**src/shared/fanp_map.svh**
```systemverilog
// fanp_map.svh: register indices, field positions, reset values and bus codes
// for the fiber next-page register bank; definitions only, included by bare name
`ifndef FANP_MAP_SVH
`define FANP_MAP_SVH

// register indices; byte address is four times the index
`define FANP_IDX_EXP        14'h0c06
`define FANP_IDX_LOCNP      14'h0c07
`define FANP_IDX_LPNP       14'h0c08
`define FANP_IDX_CTRL       14'h0c20
`define FANP_IDX_IRQ        14'h0c21

// expansion register fields
`define FANP_EXP_PARTNER_NP 3
`define FANP_EXP_LOCAL_NP   2
`define FANP_EXP_PAGE_RX    1
`define FANP_EXP_PARTNER_AN 0

// next-page word fields
`define FANP_NP_MORE        15
`define FANP_NP_RSVD        14
`define FANP_NP_MSG_MODE    13
`define FANP_NP_COMPLY      12
`define FANP_NP_TOGGLE      11
`define FANP_NP_CODE_MSB    10

// writable bits of the local page, and the reserved bit mask of a received page
`define FANP_LOCNP_WMASK    16'hb7ff
`define FANP_LPNP_MASK      16'hbfff

// control and pending-flag fields
`define FANP_CTRL_ADV_NP    15
`define FANP_IRQ_NP_RX      1

// reset values
`define FANP_RST_EXP        16'h0000
`define FANP_RST_LOCNP      16'h2001
`define FANP_RST_LPNP       16'h0000
`define FANP_RST_CTRL       16'h0000

// response codes
`define FANP_RESP_OKAY      2'h0
`define FANP_RESP_SLVERR    2'h2

`endif

```
**src/shared/fanp_pkg.sv**
```systemverilog
// fanp_pkg: types shared by the fiber next-page register bank
// assumes fanp_map.svh holds every number; only types live here
package fanp_pkg;

  // register select, one-hot
  typedef enum logic [5:0] {
    FANP_SEL_NONE  = 6'h01,
    FANP_SEL_EXP   = 6'h02,
    FANP_SEL_LOCNP = 6'h04,
    FANP_SEL_LPNP  = 6'h08,
    FANP_SEL_CTRL  = 6'h10,
    FANP_SEL_IRQ   = 6'h20
  } fanp_sel_type;

  // local next-page sequencer, one-hot
  typedef enum logic [2:0] {
    FANP_NP_IDLE   = 3'h1,
    FANP_NP_ACTIVE = 3'h2,
    FANP_NP_DONE   = 3'h4
  } fanp_np_state_type;

endpackage

```
**src/logic/fanp_regs.sv**
```systemverilog
// fanp_regs: fiber auto-negotiation expansion and next-page register bank
// assumes an AXI4-Lite master on aclk, and page events as one-cycle strobes
// from the negotiation engine, synchronous to aclk
// Operation
// - base page with more-pages sets bit 3
// - any base page sets bit 0
// - negotiation enable clears bits 3 and 0
// - bit 2 is one for fiber, zero SGMII
// - any received page latches bit 1
// - reading expansion clears bit 1; 15-4 zero
// - local bit 15 says more pages follow
// - local bit 13 selects message page, resets one
// - local bit 12 says we can comply
// - local toggle bit 11 kept by hardware
// - local code bits 10-0, register resets 2001
// - partner page bits 15, 13, 12 read-only
// - partner toggle bit 11 as received
// - partner code bits 10-0, resets zero
// - control bit 15 advertises next pages
// - partner next page raises pending bit 1
//
// Added by the designer: the AXI4-Lite register port.
`timescale 1ns/1ps
`include "fanp_map.svh"

module fanp_regs (
  input  wire logic        aclk,
  input  wire logic        aresetn,
  input  wire logic        ce,
  input  wire logic        s_axi_awvalid,
  output logic             s_axi_awready,
  input  wire logic [15:0] s_axi_awaddr,
  input  wire logic        s_axi_wvalid,
  output logic             s_axi_wready,
  input  wire logic [31:0] s_axi_wdata,
  input  wire logic [3:0]  s_axi_wstrb,
  output logic             s_axi_bvalid,
  input  wire logic        s_axi_bready,
  output logic [1:0]       s_axi_bresp,
  input  wire logic        s_axi_arvalid,
  output logic             s_axi_arready,
  input  wire logic [15:0] s_axi_araddr,
  output logic             s_axi_rvalid,
  input  wire logic        s_axi_rready,
  output logic [31:0]      s_axi_rdata,
  output logic [1:0]       s_axi_rresp,
  input  wire logic        sgmii_mode,
  input  wire logic        negotiation_enable_state,
  input  wire logic        page_rx_valid,
  input  wire logic        page_rx_is_base,
  input  wire logic [15:0] page_rx_word,
  input  wire logic        partner_page_ack,
  output logic             advertise_more_pages,
  output logic             tx_page_valid,
  output logic [15:0]      tx_page_word
);
  import fanp_pkg::*;

  logic              partner_np_cap_q;
  logic              partner_an_cap_q;
  logic              page_arrived_latch_q;
  logic              irq_pending_q;
  logic [15:0]       locnp_q;
  logic [15:0]       ctrl_q;
  logic [15:0]       lpnp_page;
  logic              local_toggle_q;
  logic              aw_hold_q;
  logic              w_hold_q;
  logic [15:0]       awaddr_q;
  logic [31:0]       wdata_q;
  logic [3:0]        wstrb_q;
  fanp_sel_type      rd_sel_q;
  fanp_np_state_type np_state_q;
  fanp_np_state_type np_state_d;
  fanp_sel_type      ar_sel;
  fanp_sel_type      wr_sel;
  logic [15:0]       exp_word;
  logic [15:0]       locnp_word;
  logic [15:0]       rd_word;
  logic [15:0]       wmask;
  logic              rd_take;
  logic              wr_do;
  logic              base_rx;
  logic              next_rx;
  logic              tx_go;

  // word address decode; unmapped words fall to none
  function automatic fanp_sel_type decode(input logic [15:0] a);
    fanp_sel_type s;
    case (a[15:2])
      `FANP_IDX_EXP:   s = FANP_SEL_EXP;
      `FANP_IDX_LOCNP: s = FANP_SEL_LOCNP;
      `FANP_IDX_LPNP:  s = FANP_SEL_LPNP;
      `FANP_IDX_CTRL:  s = FANP_SEL_CTRL;
      `FANP_IDX_IRQ:   s = FANP_SEL_IRQ;
      default:         s = FANP_SEL_NONE;
    endcase
    return s;
  endfunction

  // event qualifiers; everything freezes while ce is low
  assign base_rx = ce && page_rx_valid && page_rx_is_base;
  assign next_rx = ce && page_rx_valid && !page_rx_is_base;
  assign rd_take = ce && s_axi_arvalid && s_axi_arready;
  assign wr_do   = ce && aw_hold_q && w_hold_q && !s_axi_bvalid;
  assign ar_sel  = decode(s_axi_araddr);
  assign wr_sel  = decode(awaddr_q);
  assign wmask   = {{8{wstrb_q[1]}}, {8{wstrb_q[0]}}} & `FANP_LOCNP_WMASK;

  // expansion word; upper bits tie to zero
  always_comb begin
    exp_word = `FANP_RST_EXP;
    exp_word[`FANP_EXP_PARTNER_NP] = partner_np_cap_q;
    exp_word[`FANP_EXP_LOCAL_NP]   = !sgmii_mode;
    exp_word[`FANP_EXP_PAGE_RX]    = page_arrived_latch_q;
    exp_word[`FANP_EXP_PARTNER_AN] = partner_an_cap_q;
  end

  // local page view with the hardware toggle folded
  always_comb begin
    locnp_word = locnp_q;
    locnp_word[`FANP_NP_TOGGLE] = local_toggle_q;
  end

  // partner capability flags; a new base page in the same cycle beats the clear
  always_ff @(posedge aclk) begin
    if (!aresetn) begin
      partner_np_cap_q <= 1'b0;
      partner_an_cap_q <= 1'b0;
    end else if (ce) begin
      if (base_rx) begin
        partner_an_cap_q <= 1'b1;
        partner_np_cap_q <= page_rx_word[`FANP_NP_MORE];
      end else if (negotiation_enable_state) begin
        partner_an_cap_q <= 1'b0;
        partner_np_cap_q <= 1'b0;
      end
    end
  end

  // page arrival latch; arrival wins over the read clear
  always_ff @(posedge aclk) begin
    if (!aresetn) begin
      page_arrived_latch_q <= 1'b0;
    end else if (ce) begin
      if (page_rx_valid) begin
        page_arrived_latch_q <= 1'b1;
      end else if (rd_take && ar_sel == FANP_SEL_EXP) begin
        page_arrived_latch_q <= 1'b0;
      end
    end
  end

  // partner next-page pending flag, cleared by reading its register
  always_ff @(posedge aclk) begin
    if (!aresetn) begin
      irq_pending_q <= 1'b0;
    end else if (ce) begin
      if (next_rx) begin
        irq_pending_q <= 1'b1;
      end else if (rd_take && ar_sel == FANP_SEL_IRQ) begin
        irq_pending_q <= 1'b0;
      end
    end
  end

  // received next page store
  fanp_page_capture u_capture (
    .aclk      (aclk),
    .aresetn   (aresetn),
    .ce        (ce),
    .capture   (next_rx),
    .page_word (page_rx_word),
    .page_q    (lpnp_page)
  );

  // software-written local page and control; byte lanes honoured
  always_ff @(posedge aclk) begin
    if (!aresetn) begin
      locnp_q <= `FANP_RST_LOCNP;
      ctrl_q  <= `FANP_RST_CTRL;
    end else if (wr_do) begin
      if (wr_sel == FANP_SEL_LOCNP) begin
        // more, mode, comply and code bits only
        locnp_q <= (locnp_q & ~wmask) | (wdata_q[15:0] & wmask);
      end else if (wr_sel == FANP_SEL_CTRL && wstrb_q[1]) begin
        ctrl_q[`FANP_CTRL_ADV_NP] <= wdata_q[`FANP_CTRL_ADV_NP];
      end
    end
  end

  // advertisement bit driven out from its flop
  always_ff @(posedge aclk) begin
    if (!aresetn) begin
      advertise_more_pages <= 1'b0;
    end else if (ce) begin
      advertise_more_pages <= ctrl_q[`FANP_CTRL_ADV_NP];
    end
  end

  // next-page sequencer: send only when both ends exchange pages
  assign tx_go = ce && partner_page_ack && !negotiation_enable_state &&
                 (np_state_q == FANP_NP_ACTIVE ||
                  (np_state_q == FANP_NP_IDLE && ctrl_q[`FANP_CTRL_ADV_NP] &&
                   partner_np_cap_q && !sgmii_mode));

  always_comb begin
    np_state_d = np_state_q;
    case (np_state_q)
      FANP_NP_IDLE:   if (tx_go) np_state_d = FANP_NP_ACTIVE;
      FANP_NP_ACTIVE: if (tx_go && !locnp_q[`FANP_NP_MORE]) np_state_d = FANP_NP_DONE;
      FANP_NP_DONE:   np_state_d = FANP_NP_DONE;
      default:        np_state_d = FANP_NP_IDLE;
    endcase
    if (negotiation_enable_state) begin
      np_state_d = FANP_NP_IDLE;
    end
  end

  always_ff @(posedge aclk) begin
    if (!aresetn) begin
      np_state_q <= FANP_NP_IDLE;
    end else if (ce) begin
      np_state_q <= np_state_d;
    end
  end

  // page launch; toggle flips after every page sent
  always_ff @(posedge aclk) begin
    if (!aresetn) begin
      tx_page_valid  <= 1'b0;
      tx_page_word   <= `FANP_RST_EXP;
      local_toggle_q <= 1'b0;
    end else if (ce) begin
      tx_page_valid <= tx_go;
      if (tx_go) begin
        tx_page_word   <= locnp_word;
        local_toggle_q <= !local_toggle_q;
      end else if (negotiation_enable_state) begin
        local_toggle_q <= 1'b0;
      end
    end
  end

  // write channel: address and data held independently, answer once both
  always_ff @(posedge aclk) begin
    if (!aresetn) begin
      aw_hold_q     <= 1'b0;
      w_hold_q      <= 1'b0;
      s_axi_awready <= 1'b1;
      s_axi_wready  <= 1'b1;
      awaddr_q      <= 16'h0000;
      wdata_q       <= 32'h0000_0000;
      wstrb_q       <= 4'h0;
    end else if (ce) begin
      if (s_axi_awvalid && s_axi_awready) begin
        aw_hold_q     <= 1'b1;
        s_axi_awready <= 1'b0;
        awaddr_q      <= s_axi_awaddr;
      end
      if (s_axi_wvalid && s_axi_wready) begin
        w_hold_q     <= 1'b1;
        s_axi_wready <= 1'b0;
        wdata_q      <= s_axi_wdata;
        wstrb_q      <= s_axi_wstrb;
      end
      if (s_axi_bvalid && s_axi_bready) begin
        aw_hold_q     <= 1'b0;
        w_hold_q      <= 1'b0;
        s_axi_awready <= 1'b1;
        s_axi_wready  <= 1'b1;
      end
    end
  end

  // write response; read-only registers accept and ignore, holes error
  always_ff @(posedge aclk) begin
    if (!aresetn) begin
      s_axi_bvalid <= 1'b0;
      s_axi_bresp  <= `FANP_RESP_OKAY;
    end else if (ce) begin
      if (wr_do) begin
        s_axi_bvalid <= 1'b1;
        s_axi_bresp  <= (wr_sel == FANP_SEL_NONE) ? `FANP_RESP_SLVERR : `FANP_RESP_OKAY;
      end else if (s_axi_bready) begin
        s_axi_bvalid <= 1'b0;
      end
    end
  end

  // read data select; narrow words sit in the low bits
  always_comb begin
    case (ar_sel)
      FANP_SEL_EXP:   rd_word = exp_word;
      FANP_SEL_LOCNP: rd_word = locnp_word;
      FANP_SEL_LPNP:  rd_word = lpnp_page;
      FANP_SEL_CTRL:  rd_word = ctrl_q;
      FANP_SEL_IRQ:   rd_word = 16'(irq_pending_q) << `FANP_IRQ_NP_RX;
      default:        rd_word = 16'h0000;
    endcase
  end

  // read channel: one cycle from address to data
  always_ff @(posedge aclk) begin
    if (!aresetn) begin
      s_axi_arready <= 1'b1;
      s_axi_rvalid  <= 1'b0;
      s_axi_rdata   <= 32'h0000_0000;
      s_axi_rresp   <= `FANP_RESP_OKAY;
      rd_sel_q      <= FANP_SEL_NONE;
    end else if (ce) begin
      if (rd_take) begin
        s_axi_arready <= 1'b0;
        s_axi_rvalid  <= 1'b1;
        s_axi_rdata   <= {16'h0000, rd_word};
        s_axi_rresp   <= (ar_sel == FANP_SEL_NONE) ? `FANP_RESP_SLVERR : `FANP_RESP_OKAY;
        rd_sel_q      <= ar_sel;
      end else if (s_axi_rvalid && s_axi_rready) begin
        s_axi_rvalid  <= 1'b0;
        s_axi_arready <= 1'b1;
      end
    end
  end
endmodule

```
**src/logic/fanp_page_capture.sv**
```systemverilog
// fanp_page_capture: holds the last next page received from the partner
// assumes capture is a one-cycle strobe in the aclk domain
`timescale 1ns/1ps
`include "fanp_map.svh"

module fanp_page_capture (
  input  wire logic        aclk,
  input  wire logic        aresetn,
  input  wire logic        ce,
  input  wire logic        capture,
  input  wire logic [15:0] page_word,
  output logic      [15:0] page_q
);

  // reserved bit dropped at capture so it always reads zero
  always_ff @(posedge aclk) begin
    if (!aresetn) begin
      page_q <= `FANP_RST_LPNP;
    end else if (ce && capture) begin
      page_q <= page_word & `FANP_LPNP_MASK;
    end
  end

endmodule

```
**config.mk**
```make
export PLATFORM = sky130hd
export DESIGN_NAME = fanp_regs
export DESIGN_NICKNAME = d
export VERILOG_FILES = /design/src/shared/fanp_pkg.sv /design/src/logic/fanp_regs.sv /design/src/logic/fanp_page_capture.sv
export VERILOG_INCLUDE_DIRS = /design/src /design/src/shared
export SDC_FILE = /design/constraint.sdc
export NUM_CORES = 1
export LEC_CHECK = 0
export ABC_AREA = 1
export BUFFER_PORTS_ARGS = -buffer_cell sky130_fd_sc_hd__buf_2
export CAP_MARGIN = 20
export CORE_MARGIN = 8
export CORE_UTILIZATION = 50
export DETAILED_ROUTE_END_ITERATION = 8
export HOLD_SLACK_MARGIN = 0.02
export PLACE_DENSITY = 0.84
export SETUP_SLACK_MARGIN = 0.1
export SLEW_MARGIN = 20
export SYNTH_ARGS = -nofsm -noshare
export SYNTH_HDL_FRONTEND = slang
export SYNTH_HIERARCHICAL = 1
export SYNTH_SLANG_ARGS = --single-unit
```
**constraint.sdc**
```tcl
create_clock -name aclk -period 2.4 [get_ports aclk]
set_input_delay 0.48 -clock aclk [delete_from_list [all_inputs] [get_ports aclk]]
set_output_delay 0.48 -clock aclk [all_outputs]
set_load 0.005 [all_outputs]
```
Yosys cells after proc, flatten, opt, wreduce, memory -nomap -nowiden

Index checks and enable logic that the tools add are counted.

Input port bits: 97
Register bits: 119
Word-level logic and storage cells: 139
Output and inout port bits: 59

Eq/ne operators: 24
Reductions and logical operators: 54
Bitwise operators: 5
Muxes and demuxes: 31

Operator list:

| kind                 | number |
|---|---|
| $eq 14x12->1 const B | 10 |
| $pmux 16 s5          | 1 |
| $pmux 6 s5           | 2 |
| $and 16x16->16       | 2 |
| $reduce_and 2->1     | 14 |
| $logic_and 1x1->1    | 23 |
| $mux 1               | 22 |
| $not 16->16          | 1 |
| $or 16x16->16        | 1 |
| $reduce_bool 2->1    | 8 |
| $eq 6x1->1 const B   | 2 |
| $eq 6x3->1 const B   | 2 |
| $eq 6x5->1 const B   | 2 |
| $mux 3               | 3 |
| $pmux 3 s3           | 1 |
| $eq 6x2->1 const B   | 1 |
| $eq 6x4->1 const B   | 1 |
| $eq 6x6->1 const B   | 1 |
| $logic_not 1->1      | 6 |
| $reduce_and 3->1     | 2 |
| $mux 2               | 2 |
| $eq 3x1->1 const B   | 1 |
| $eq 3x2->1 const B   | 1 |
| $eq 3x3->1 const B   | 1 |
| other kinds (4)      | 4 |

Depth between registers and ports, before layout

Gate-level depths: netlist of run 1.

Word-level depth: 10
Mapped depth: 11
Gate-level depth less buffers: 10

Modules after synthesis

The synthesis of run 1 kept the hierarchy.

Modules (own cells, without submodules):

| module            | cells each | seq. area each (um2) | times used | area an instance (um2) |
|---|---|---|---|---|
| fanp_regs         | 554        | 1901.8               | 1          | 4147.7 |
| fanp_page_capture | 97         | 300.3                | 1          | 640.6 |

Least setup slack after synthesis of run 1

Ideal clock, no wire load.

Path kind: input to register
Start point: input port s_axi_araddr[11]
End point: register s_axi_rdata[10]
Cell stages on the path: 9
Data required time: 2.330 ns
Path buffers: 1
Setup time: 0.070 ns
Data arrival time: 1.435 ns
Setup slack: 0.895 ns
Cells stage by stage: or2_4 > nor2_8 > nand2_4 > inv_4 > buf_12 > nand2_2 > o21ai_2 > nand2_2 > a21oi_2

Word-level cells in the longest chain between the ends: 4
Elaborated cells between the ends (all ways): 12
Classes of those cells: eq/ne: 10; mux: 2

RTL lines:

| what                                     | line             | source |
|---|---|---|
| start: declaration                       | fanp_regs.sv:42  | `input wire logic [15:0] s_axi_araddr,` |
| $eq 14x12->1                             | fanp_regs.sv:90  | `case (a[15:2])` |
| $pmux 6 s5 (*)                           | fanp_regs.sv:90  |  |
| $eq 6x6->1, or another cell as far along | fanp_regs.sv:293 | `case (ar_sel)` |
| $pmux 16 s5 (*)                          | fanp_regs.sv:293 |  |
| end signal: assignment                   | fanp_regs.sv:315 | `s_axi_rdata <= {16'h0000, rd_word};` |
| end: declaration                         | fanp_regs.sv:45  | `output logic [31:0] s_axi_rdata,` |

Every way passes the cells marked *; elsewhere a longest branch is shown, timed or not.
A chain may end at the register's enable or synchronous reset.

Worst setup path in the final report of run 1

Start point: register ctrl_q[15]
End point: register tx_page_word[7]

Word-level cells in the longest chain between the ends: 6

RTL lines:

| what                             | line             | source |
|---|---|---|
| start: declaration               | fanp_regs.sv:64  | `logic [15:0] ctrl_q;` |
| start signal: assignment         | fanp_regs.sv:181 | `` ctrl_q <= `FANP_RST_CTRL; `` |
| start signal: indexed assignment | fanp_regs.sv:187 | `` ctrl_q[`FANP_CTRL_ADV_NP] <= wdata_q[`FANP_CTRL_ADV_NP]; `` |
| $logic_and 1x1->1 (3 in series)  | fanp_regs.sv:204 | `` (np_state_q == FANP_NP_IDLE && ctrl_q[`FANP_CTRL_ADV_NP] && `` |
| $logic_or 1x1->1                 | fanp_regs.sv:203 | `(np_state_q == FANP_NP_ACTIVE \|\|` |
| $logic_and 1x1->1                | fanp_regs.sv:202 | `assign tx_go = ce && partner_page_ack && !negotiation_enable_state &&` |
| $reduce_and 2->1 (no line)       | --               |  |
| end signal: assignment           | fanp_regs.sv:232 | `` tx_page_word <= `FANP_RST_EXP; `` |
| end signal: assignment           | fanp_regs.sv:237 | `tx_page_word <= locnp_word;` |
| end: declaration                 | fanp_regs.sv:55  | `output logic [15:0] tx_page_word` |

No other way between the ends.

==> impl_metrics.csv, run 1 <==
group,metric,value,unit
status,status,"complete, no violations",
cts,clk_path_buf_depth,2,
detailed_routing,wl,12000,um
run,drv_cap,0,
setup_path,cp-start-kind,"register",
place,place_area,5320,sq um
power,finalPower,3.25,mW
layout,antennaDiodeCount,0,
sta,min_period,1620,ps
synthesis,netlist_area,4790,sq um
sta,timing.final.crit_share,67.5,%
power,combPwrFrac,10.0,%
detailed_routing,drc,0,
die,die_area,13000,sq um
sta,final-setup-viol-count,0,
setup_path,end_kind,"register",
detailed_routing,antenna_left,0,
grt,grt_usage,18.1,%
power,power.switching,860,uW
power,seqPwrFrac,59.1,%
sta,tightest_slew,561,ps
synthesis,yosys.area.top_type,"dfxtp_1",
sta,fin_ws,780,ps
cts,ctsHoldBuffers,0,
synthesis,netlist_instances,651,
sta,finalSetupTns,0,ps
layout,fillerInstances,889,
detailed_routing,dr.pass1.iters,4,
power,power_leakage,2.58,nW
die,die-height,114,um
place,hpwl,9130,um
cts,cts.reportedPaths.clkPinSlew,100,ps
sta,clock-skew-final,13.0,ps
sta,rsz0062_at_grt,"false",
die,core,9280,sq um
synthesis,syn-mean-instance-area,7.36,sq um
detailed_routing,wire_per_inst,13.5,um
grt,grt_pass1_vias,4296,
power,p_sw_share,26.4,%
synthesis,yosys_register_bits,110,
die,die_width,114,um
cts,htreeDepth,3,
die,placementRows,35,
layout,regArea,2200,sq um
grt,grt_max_degree,33,
cts,post_cts_buffers,0,
place,dp_slack,527,ps
sta,max_freq,0.617,GHz
grt,grt_overflow,0,
die,io_pins,156,
layout,drive_above_1_share,23.4,%
synthesis,yosysSeqAreaShare,46.0,%
place,dp_cells,870,
detailed_routing,via_per_inst,4.95,
synthesis,synth_top_area_share,46.0,%
sta,timing.final.hold_violations,0,
layout,fin_nets,849,
power,max-vdd-ir-drop,0.000337,V
power,intPower,2.39,mW
layout,multi_input_area,2070,sq um
detailed_routing,num_vias,4390,
power,pwr-share-clk,30.9,%
synthesis,yosys-top-cells-area,"dfxtp_1, nand2_1, a21oi_1",
setup_path,critPathRequiredTime,2690,ps
place,portBuffers,111,
layout,final_cells,886,
cts,cts-buffers-inserted,9,
sta,max-slew-margin-rel,62.5,%
detailed_routing,drt-initial-drc-count,226,
layout,design_area,5490,sq um
synthesis,synth.distinct_cells,34,
cts,clock-root-buffer,"clkbuf_8",
synthesis,yosys_warnings,6,
setup_path,critPathKind,"reg -> reg",
cts,cts_tree,"done",
cts,cts_resized,0,
grt,antenna_found_initial,0,
cts,clk_latency,360,ps
cts,cts.sinks,110,
sta,slew_violations,0,
place,gp_congestion,0.820,
setup_path,crit_path_max_fanout,27,
layout,syn2layout_area_growth,14.7,%
setup_path,crit_arrival,1910,ps
hold_path,hold_class,"in -> reg",
grt,grt_first_pass_wirelength,19400,um
die,initial_core_util,51.6,%
power,power_density,592,nW/um^2
==> power by group through the flow <==
stage | Combinational, mW | Sequential [mW] | Clock, mW
after floorplan | 0.224 | 1.96 | 0
after global placement | 0.304 | 1.96 | 0
after detailed placement | 0.321 | 1.96 | 0
after CTS | 0.323 | 1.92 | 1.02
after global routing | 0.373 | 1.93 | 1.10
final | 0.325 | 1.92 | 1.01
==> path summary, 6_finish.rpt <==
kind / startpoint / to / slack [ps] / depth (start not counted)
max: ctrl_q[15]$_SDFFE_PN0P_ / tx_page_word[7]$_SDFFE_PN0P_ / 780 / 6
min: page_rx_word[8] / u_capture/page_q[8]$_SDFFE_PN0P_ / 340 / 3
max reg2reg: ctrl_q[15]$_SDFFE_PN0P_ / tx_page_word[7]$_SDFFE_PN0P_ / 780 / 6
min reg2reg: wdata_q[5]$_SDFFE_PN0P_ / wdata_q[5]$_SDFFE_PN0P_ / 450 / 2
==> per-layer routing <==
layer / global-route usage [%] / vias up / part of all wire (%)
met4: 6.21 / 0 / 1.2
met1: 21.3 / 1997 / 43
met5: 0 / - / 0
met3: 4.33 / 12 / 7.7
met2: 31.5 / 142 / 48
li1: - / 2239 / -
==> area by class of cell <==
class / count / area share, %
repair buffers: 118 / 11.1
clock buffers: 10 / 2.32
inverters: 74 / 5.10
flip-flops and latches: 110 / 40.1
well taps: 129 / 2.94
multi-input cells: 439 / 37.7
clock inverters: 6 / 0.797
==> cells in the mapped netlist (all sizes together) <==
cell type,number
o211ai,2
dfxtp,110
o21ai,67
conb,2
nor3,1
nor2,72
a21oi,85
or2,1
nor4,1
clkbuf,12
inv,73
nand4,6
or3,1
clkinv,1
nand3,34
buf,34
nand2,147
nand3b,1
o21a,1
==> worst max-delay path: stages, from the launching register on <==
cell	delay (ps)
dfxtp_1	470
nand3_1	150
o21ai_2	190
nand2_2	130
inv_2	330
o21ai_0	120
a21oi_1	150
==> metrics by stage <==
stage / util [%] / hold WS, ps
global route: 59.2 / 350
detailed placement: 57.3 / 435
floorplan: - / 420
global placement: 57.3 / 431
finish: 59.2 / 345
CTS: 59.2 / 334
==> cell usage in the layout (no fill, tap or decap), drive strengths merged <==
master,netlist,layout
o21a,1,1
nor4,1,1
nand4,6,6
clkbuf,12,10
nand3,34,34
conb,2,20
nand2,147,147
o21ai,67,67
o211ai,2,2
inv,73,75
a21oi,85,85
nor2,72,72
or3,1,1
clkinvlp,0,1
nor3,1,1
buf,34,118
or2,1,1
nand3b,1,1
dfxtp,110,110
clkinv,1,4
==> logic make-up after synthesis <==
logic type      Yosys count  share of synthesized area (%)
compound gates          155                           17.6
buf+inv                 120                           12.2
flops                   110                           46.0
other cells               2                          0.157
simple gates            264                           24.1
(Power assumes the default switching activity.)
==> run 2: changes to the inputs <==
Settings changed: CORE_UTILIZATION 50 to 46, PLACE_DENSITY 0.84 to 0.81.
Clock period 2.4 ns to 1.3 ns, I/O delays scaled along.
==> impl_metrics.csv, run 2 (synthesis gave the netlist of run 1 again) <==
group,metric,value,unit
hold_path,hold_class,"in -> reg",
layout,fin_nets,893,
cts,clock-root-buffer,"clkbuf_8",
sta,final-setup-viol-count,32,
setup_path,end_kind,"register",
sta,slew_violations,0,
setup_path,crit_arrival,1630,ps
sta,timing.final.hold_violations,0,
place,place_area,5650,sq um
place,hpwl,9150,um
die,core,10200,sq um
grt,grt_pass1_vias,4358,
die,die-height,118,um
sta,timing.final.crit_share,106,%
cts,clk_latency,370,ps
setup_path,timing.rr.start,"w_hold_q$_SDFFE_PN0P_",
detailed_routing,via_per_inst,4.83,
die,io_pins,156,
place,portBuffers,111,
layout,layout_commonest_cell,"nand2_1",
detailed_routing,antenna_left,0,
status,status,"complete, but fails checks",
power,power_leakage,2.86,nW
grt,grt_usage,18.0,%
layout,design_area,6340,sq um
power,power_density,1040,nW/um^2
setup_path,critPathRequiredTime,1550,ps
cts,cts-buffers-inserted,9,
place,gp_congestion,0.851,
grt,antenna_found_initial,1,
run,drv_cap,0,
grt,grt_first_pass_wirelength,20700,um
layout,antennaDiodeCount,0,
grt,grt_overflow,0,
sta,rsz0062_at_grt,"true",
detailed_routing,drc,0,
layout,multi_input_area,2340,sq um
layout,regArea,2210,sq um
detailed_routing,wire_per_inst,14.1,um
cts,cts.reportedPaths.clkPinSlew,100,ps
grt,grt_max_degree,54,
setup_path,cp-start-kind,"register",
detailed_routing,num_vias,4517,
setup_path,critPathKind,"reg -> reg",
detailed_routing,wl_met3,797,um
sta,whs,111,ps
die,die_area,13900,sq um
die,placementRows,37,
sta,min_period,1380,ps
setup_path,crit_path_max_fanout,5,
sta,max_freq,0.725,GHz
layout,fillerInstances,918,
detailed_routing,met2_length,6340,um
power,max-vdd-ir-drop,0.000493,V
layout,drive_above_1_share,36.1,%
die,initial_core_util,46.8,%
hold_path,min_to,"u_capture/page_q[9]$_SDFFE_PN0P_",
sta,fin_ws,-79.2,ps
detailed_routing,top_layer,"met5",
place,dp_slack,-183,ps
detailed_routing,drt-initial-drc-count,301,
cts,cts_tree,"done",
sta,finalSetupTns,-995,ps
cts,clk_path_buf_depth,2,
cts,htreeDepth,3,
setup_path,r2r_slack,-80,ps
die,die_width,118,um
layout,syn2layout_area_growth,32.5,%
layout,layout_common_cells,"nand2_1, buf_2, dfxtp_1",
detailed_routing,dr.pass1.iters,5,
hold_path,hold_start,"page_rx_word[9]",
setup_path,r2r.worst_path.cells,9,
cts,cts.sinks,110,
detailed_routing,met1Wirelength,5860,um
hold_path,hold_depth,3,
detailed_routing,wl,13200,um
layout,fin_util,62.0,%
sta,clock-skew-final,9.36,ps
cts,ctsHoldBuffers,0,
status,violations,"negative setup slack",
==> run 2: layout make-up <==
type,instances,area share [%]
inverters,74,4.56
flip-flops and latches,110,34.9
repair buffers,161,17.3
well taps,136,2.68
clock buffers,11,2.39
multi-input cells,440,36.9
clock inverters,4,1.22
==> run 2: routing by layer <==
metal  up-vias  global-route usage (%)
met4         2                    5.36
met5         -                       0
met3        14                    4.89
met1      2042                    22.0
li1       2331                       -
met2       128                    30.1
==> run 2: power breakdown <==
group / total [mW] / switching, mW / leakage, nW / internal [mW]
clock: 2.32 / 1.13 / 0.116 / 1.19
combinational: 0.737 / 0.423 / 1.85 / 0.315
sequential: 3.56 / 0.0729 / 0.898 / 3.49
total: 6.62 / 1.62 / 2.86 / 4.99
==> run 2: what timing repair did <==
| item | CTS | global route |
|---|---|---|
| gates resized for setup | 56 | 50 |
| gates cloned | 3 | 0 |
| setup buffers | 8 | 3 |
| pin swaps | 22 | 20 |
| endpoints found under the setup margin | 36 | 41 |
| hold endpoints to repair | 0 | 0 |
==> run 2: metrics by stage <==
step | std cells | power [mW]
floorplan | 669 | 4.03
global placement | 907 | 4.27
finish | 936 | 6.62
detailed placement | 907 | 4.29
global route | 936 | 6.89
CTS | 933 | 6.61
==> run 2: worst max path at each step <==
stage / to / from / cells past startpoint / slack (ps)
after floorplan: s_axi_rdata[10]$_SDFFE_PN0P_ / s_axi_araddr[11] / 9 / 40
after global placement: register / ce / 6 / -140
after detailed placement: s_axi_rdata[2]$_SDFFE_PN0P_ / s_axi_araddr[15] / 10 / -180
after CTS: register / w_hold_q$_SDFFE_PN0P_ / 9 / -80
after global routing: register / w_hold_q$_SDFFE_PN0P_ / 9 / -150
final: register / w_hold_q$_SDFFE_PN0P_ / 9 / -80
==> run 2: worst max-delay path, stage by stage, from the launching register on <==
cell	delay (ps)
dfxtp_2	340
inv_2	40
nor2_2	100
nand3_2	130
buf_6	150
nor2_4	120
buf_6	140
nand3_4	100
nand2_2	70
o211ai_1	70
==> run 3: changes to the inputs <==
Settings changed: CORE_UTILIZATION 46 to 40, PLACE_DENSITY 0.81 to 0.73.
==> impl_metrics.csv, run 3 (synthesis gave the netlist of run 1 again) <==
group,metric,value,unit
grt,grt_max_degree,31,
sta,max_freq,0.733,GHz
place,gp_congestion,0.841,
layout,antennaDiodeCount,0,
status,violations,"negative setup slack",
detailed_routing,num_vias,4512,
hold_path,hold_depth,3,
cts,cts-buffers-inserted,9,
cts,cts.sinks,110,
cts,cts_tree,"done",
cts,clock-root-buffer,"clkbuf_16",
place,dp_slack,-178,ps
setup_path,end_kind,"register",
detailed_routing,drt-initial-drc-count,219,
sta,rsz0062_at_grt,"true",
power,power_leakage,3.02,nW
layout,fin_nets,909,
detailed_routing,antenna_left,0,
die,core,11900,sq um
place,hpwl,9350,um
setup_path,startpoint,"awaddr_q[2]$_SDFFE_PN0P_",
die,io_pins,156,
cts,cts.reportedPaths.clkPinSlew,80,ps
cts,clk_path_buf_depth,2,
cts,clk_latency,350,ps
place,place_area,5780,sq um
detailed_routing,wire_per_inst,13.7,um
layout,drive_above_1_share,38.2,%
detailed_routing,wl,13200,um
status,status,"complete, but fails checks",
setup_path,r2r.worst_path.cells,6,
grt,grt_first_pass_wirelength,21000,um
cts,htreeDepth,3,
grt,grt_usage,16.4,%
setup_path,r2r_slack,-60,ps
die,die_width,125,um
die,placementRows,40,
layout,layout_commonest_cell,"nand2_1",
layout,layout_common_cells,"nand2_1, buf_2, dfxtp_1",
setup_path,cp-start-kind,"register",
hold_path,hold_class,"in -> reg",
layout,syn2layout_area_growth,39.0,%
sta,clock-skew-final,10.1,ps
place,portBuffers,111,
sta,timing.final.hold_violations,0,
setup_path,crit_path_max_fanout,7,
layout,design_area,6650,sq um
sta,min_period,1360,ps
power,max-vdd-ir-drop,0.000770,V
die,die-height,125,um
run,drv_cap,0,
grt,grt_overflow,0,
hold_path,hold_start,"page_rx_word[10]",
grt,grt_pass1_vias,4409,
power,power_density,1080,nW/um^2
setup_path,critPathRequiredTime,1540,ps
sta,final-setup-viol-count,17,
grt,antenna_found_initial,0,
sta,whs,133,ps
detailed_routing,dr.pass1.iters,6,
die,initial_core_util,40.4,%
sta,slew_violations,0,
setup_path,timing.rr.start,"awaddr_q[2]$_SDFFE_PN0P_",
sta,timing.final.crit_share,105,%
detailed_routing,drc,0,
setup_path,crit_arrival,1610,ps
die,die_area,15700,sq um
detailed_routing,via_per_inst,4.68,
sta,fin_ws,-63.7,ps
power,finalPower,7.18,mW
setup_path,critPathKind,"reg -> reg",
## run 3: what timing repair did
action                     4_1_cts  5_1_grt
gates resized for setup         69       65
pin swaps                       12       32
hold endpoints to repair         0        0
buffers inserted                13        3
setup endpoints to repair       35       45
gates cloned                     2        1
hold buffers                     0        0
## run 3: how the worst min path moves through the flow
stage,endpoint,slack [ps]
detailed placement,wdata_q[10]$_SDFFE_PN0P_,430
global route,u_capture/page_q[11]$_SDFFE_PN0P_,130
finish,u_capture/page_q[10]$_SDFFE_PN0P_,130
global placement,wdata_q[7]$_SDFFE_PN0P_,430
CTS,u_capture/page_q[8]$_SDFFE_PN0P_,120
floorplan,u_capture/page_q[0]$_SDFFE_PN0P_,380
## run 3: per-layer routing
| metal | routed length (um) | GRT usage, % | vias to the layer above | part of all wire (%) |
|---|---|---|---|---|
| met4 | 214 | 5.80 | 0 | 1.6 |
| met2 | 6330 | 27.8 | 120 | 48 |
| met5 | 0 | 0 | - | 0 |
| li1 | - | - | 2365 | - |
| met1 | 5950 | 19.7 | 2009 | 45 |
| met3 | 703 | 3.91 | 18 | 5.3 |
## run 3: stage by stage
step                utilization, %  std cells  setup TNS (ps)
floorplan                        -        669               0
global placement              48.7        932           -4340
detailed placement            48.7        932           -5620
CTS                           54.2        963         -0.0244
global route                  56.1        964           -3060
finish                        56.1        964            -557
## run 3: worst max-delay path: stages, from the launching register on
cell	delay (ps)
dfxtp_1	390
nand4_1	140
buf_4	170
nor2_4	160
nand3_4	140
o21ai_1	200
a21oi_2	50
## run 3: layout make-up
class,instances,area [sq um]
clock buffers,9,225
inverters,74,290
multi-input cells,439,2390
repair buffers,178,1270
well taps,147,184
clock inverters,7,78.8
fillers,1101,5210
flip-flops and latches,110,2220
## run 3: power by group
group / total, mW / leakage, nW / internal (mW) / switching (mW)
Clock: 2.83 / 0.144 / 1.52 / 1.31
Sequential: 3.56 / 0.898 / 3.49 / 0.0741
Combinational: 0.793 / 1.98 / 0.357 / 0.436
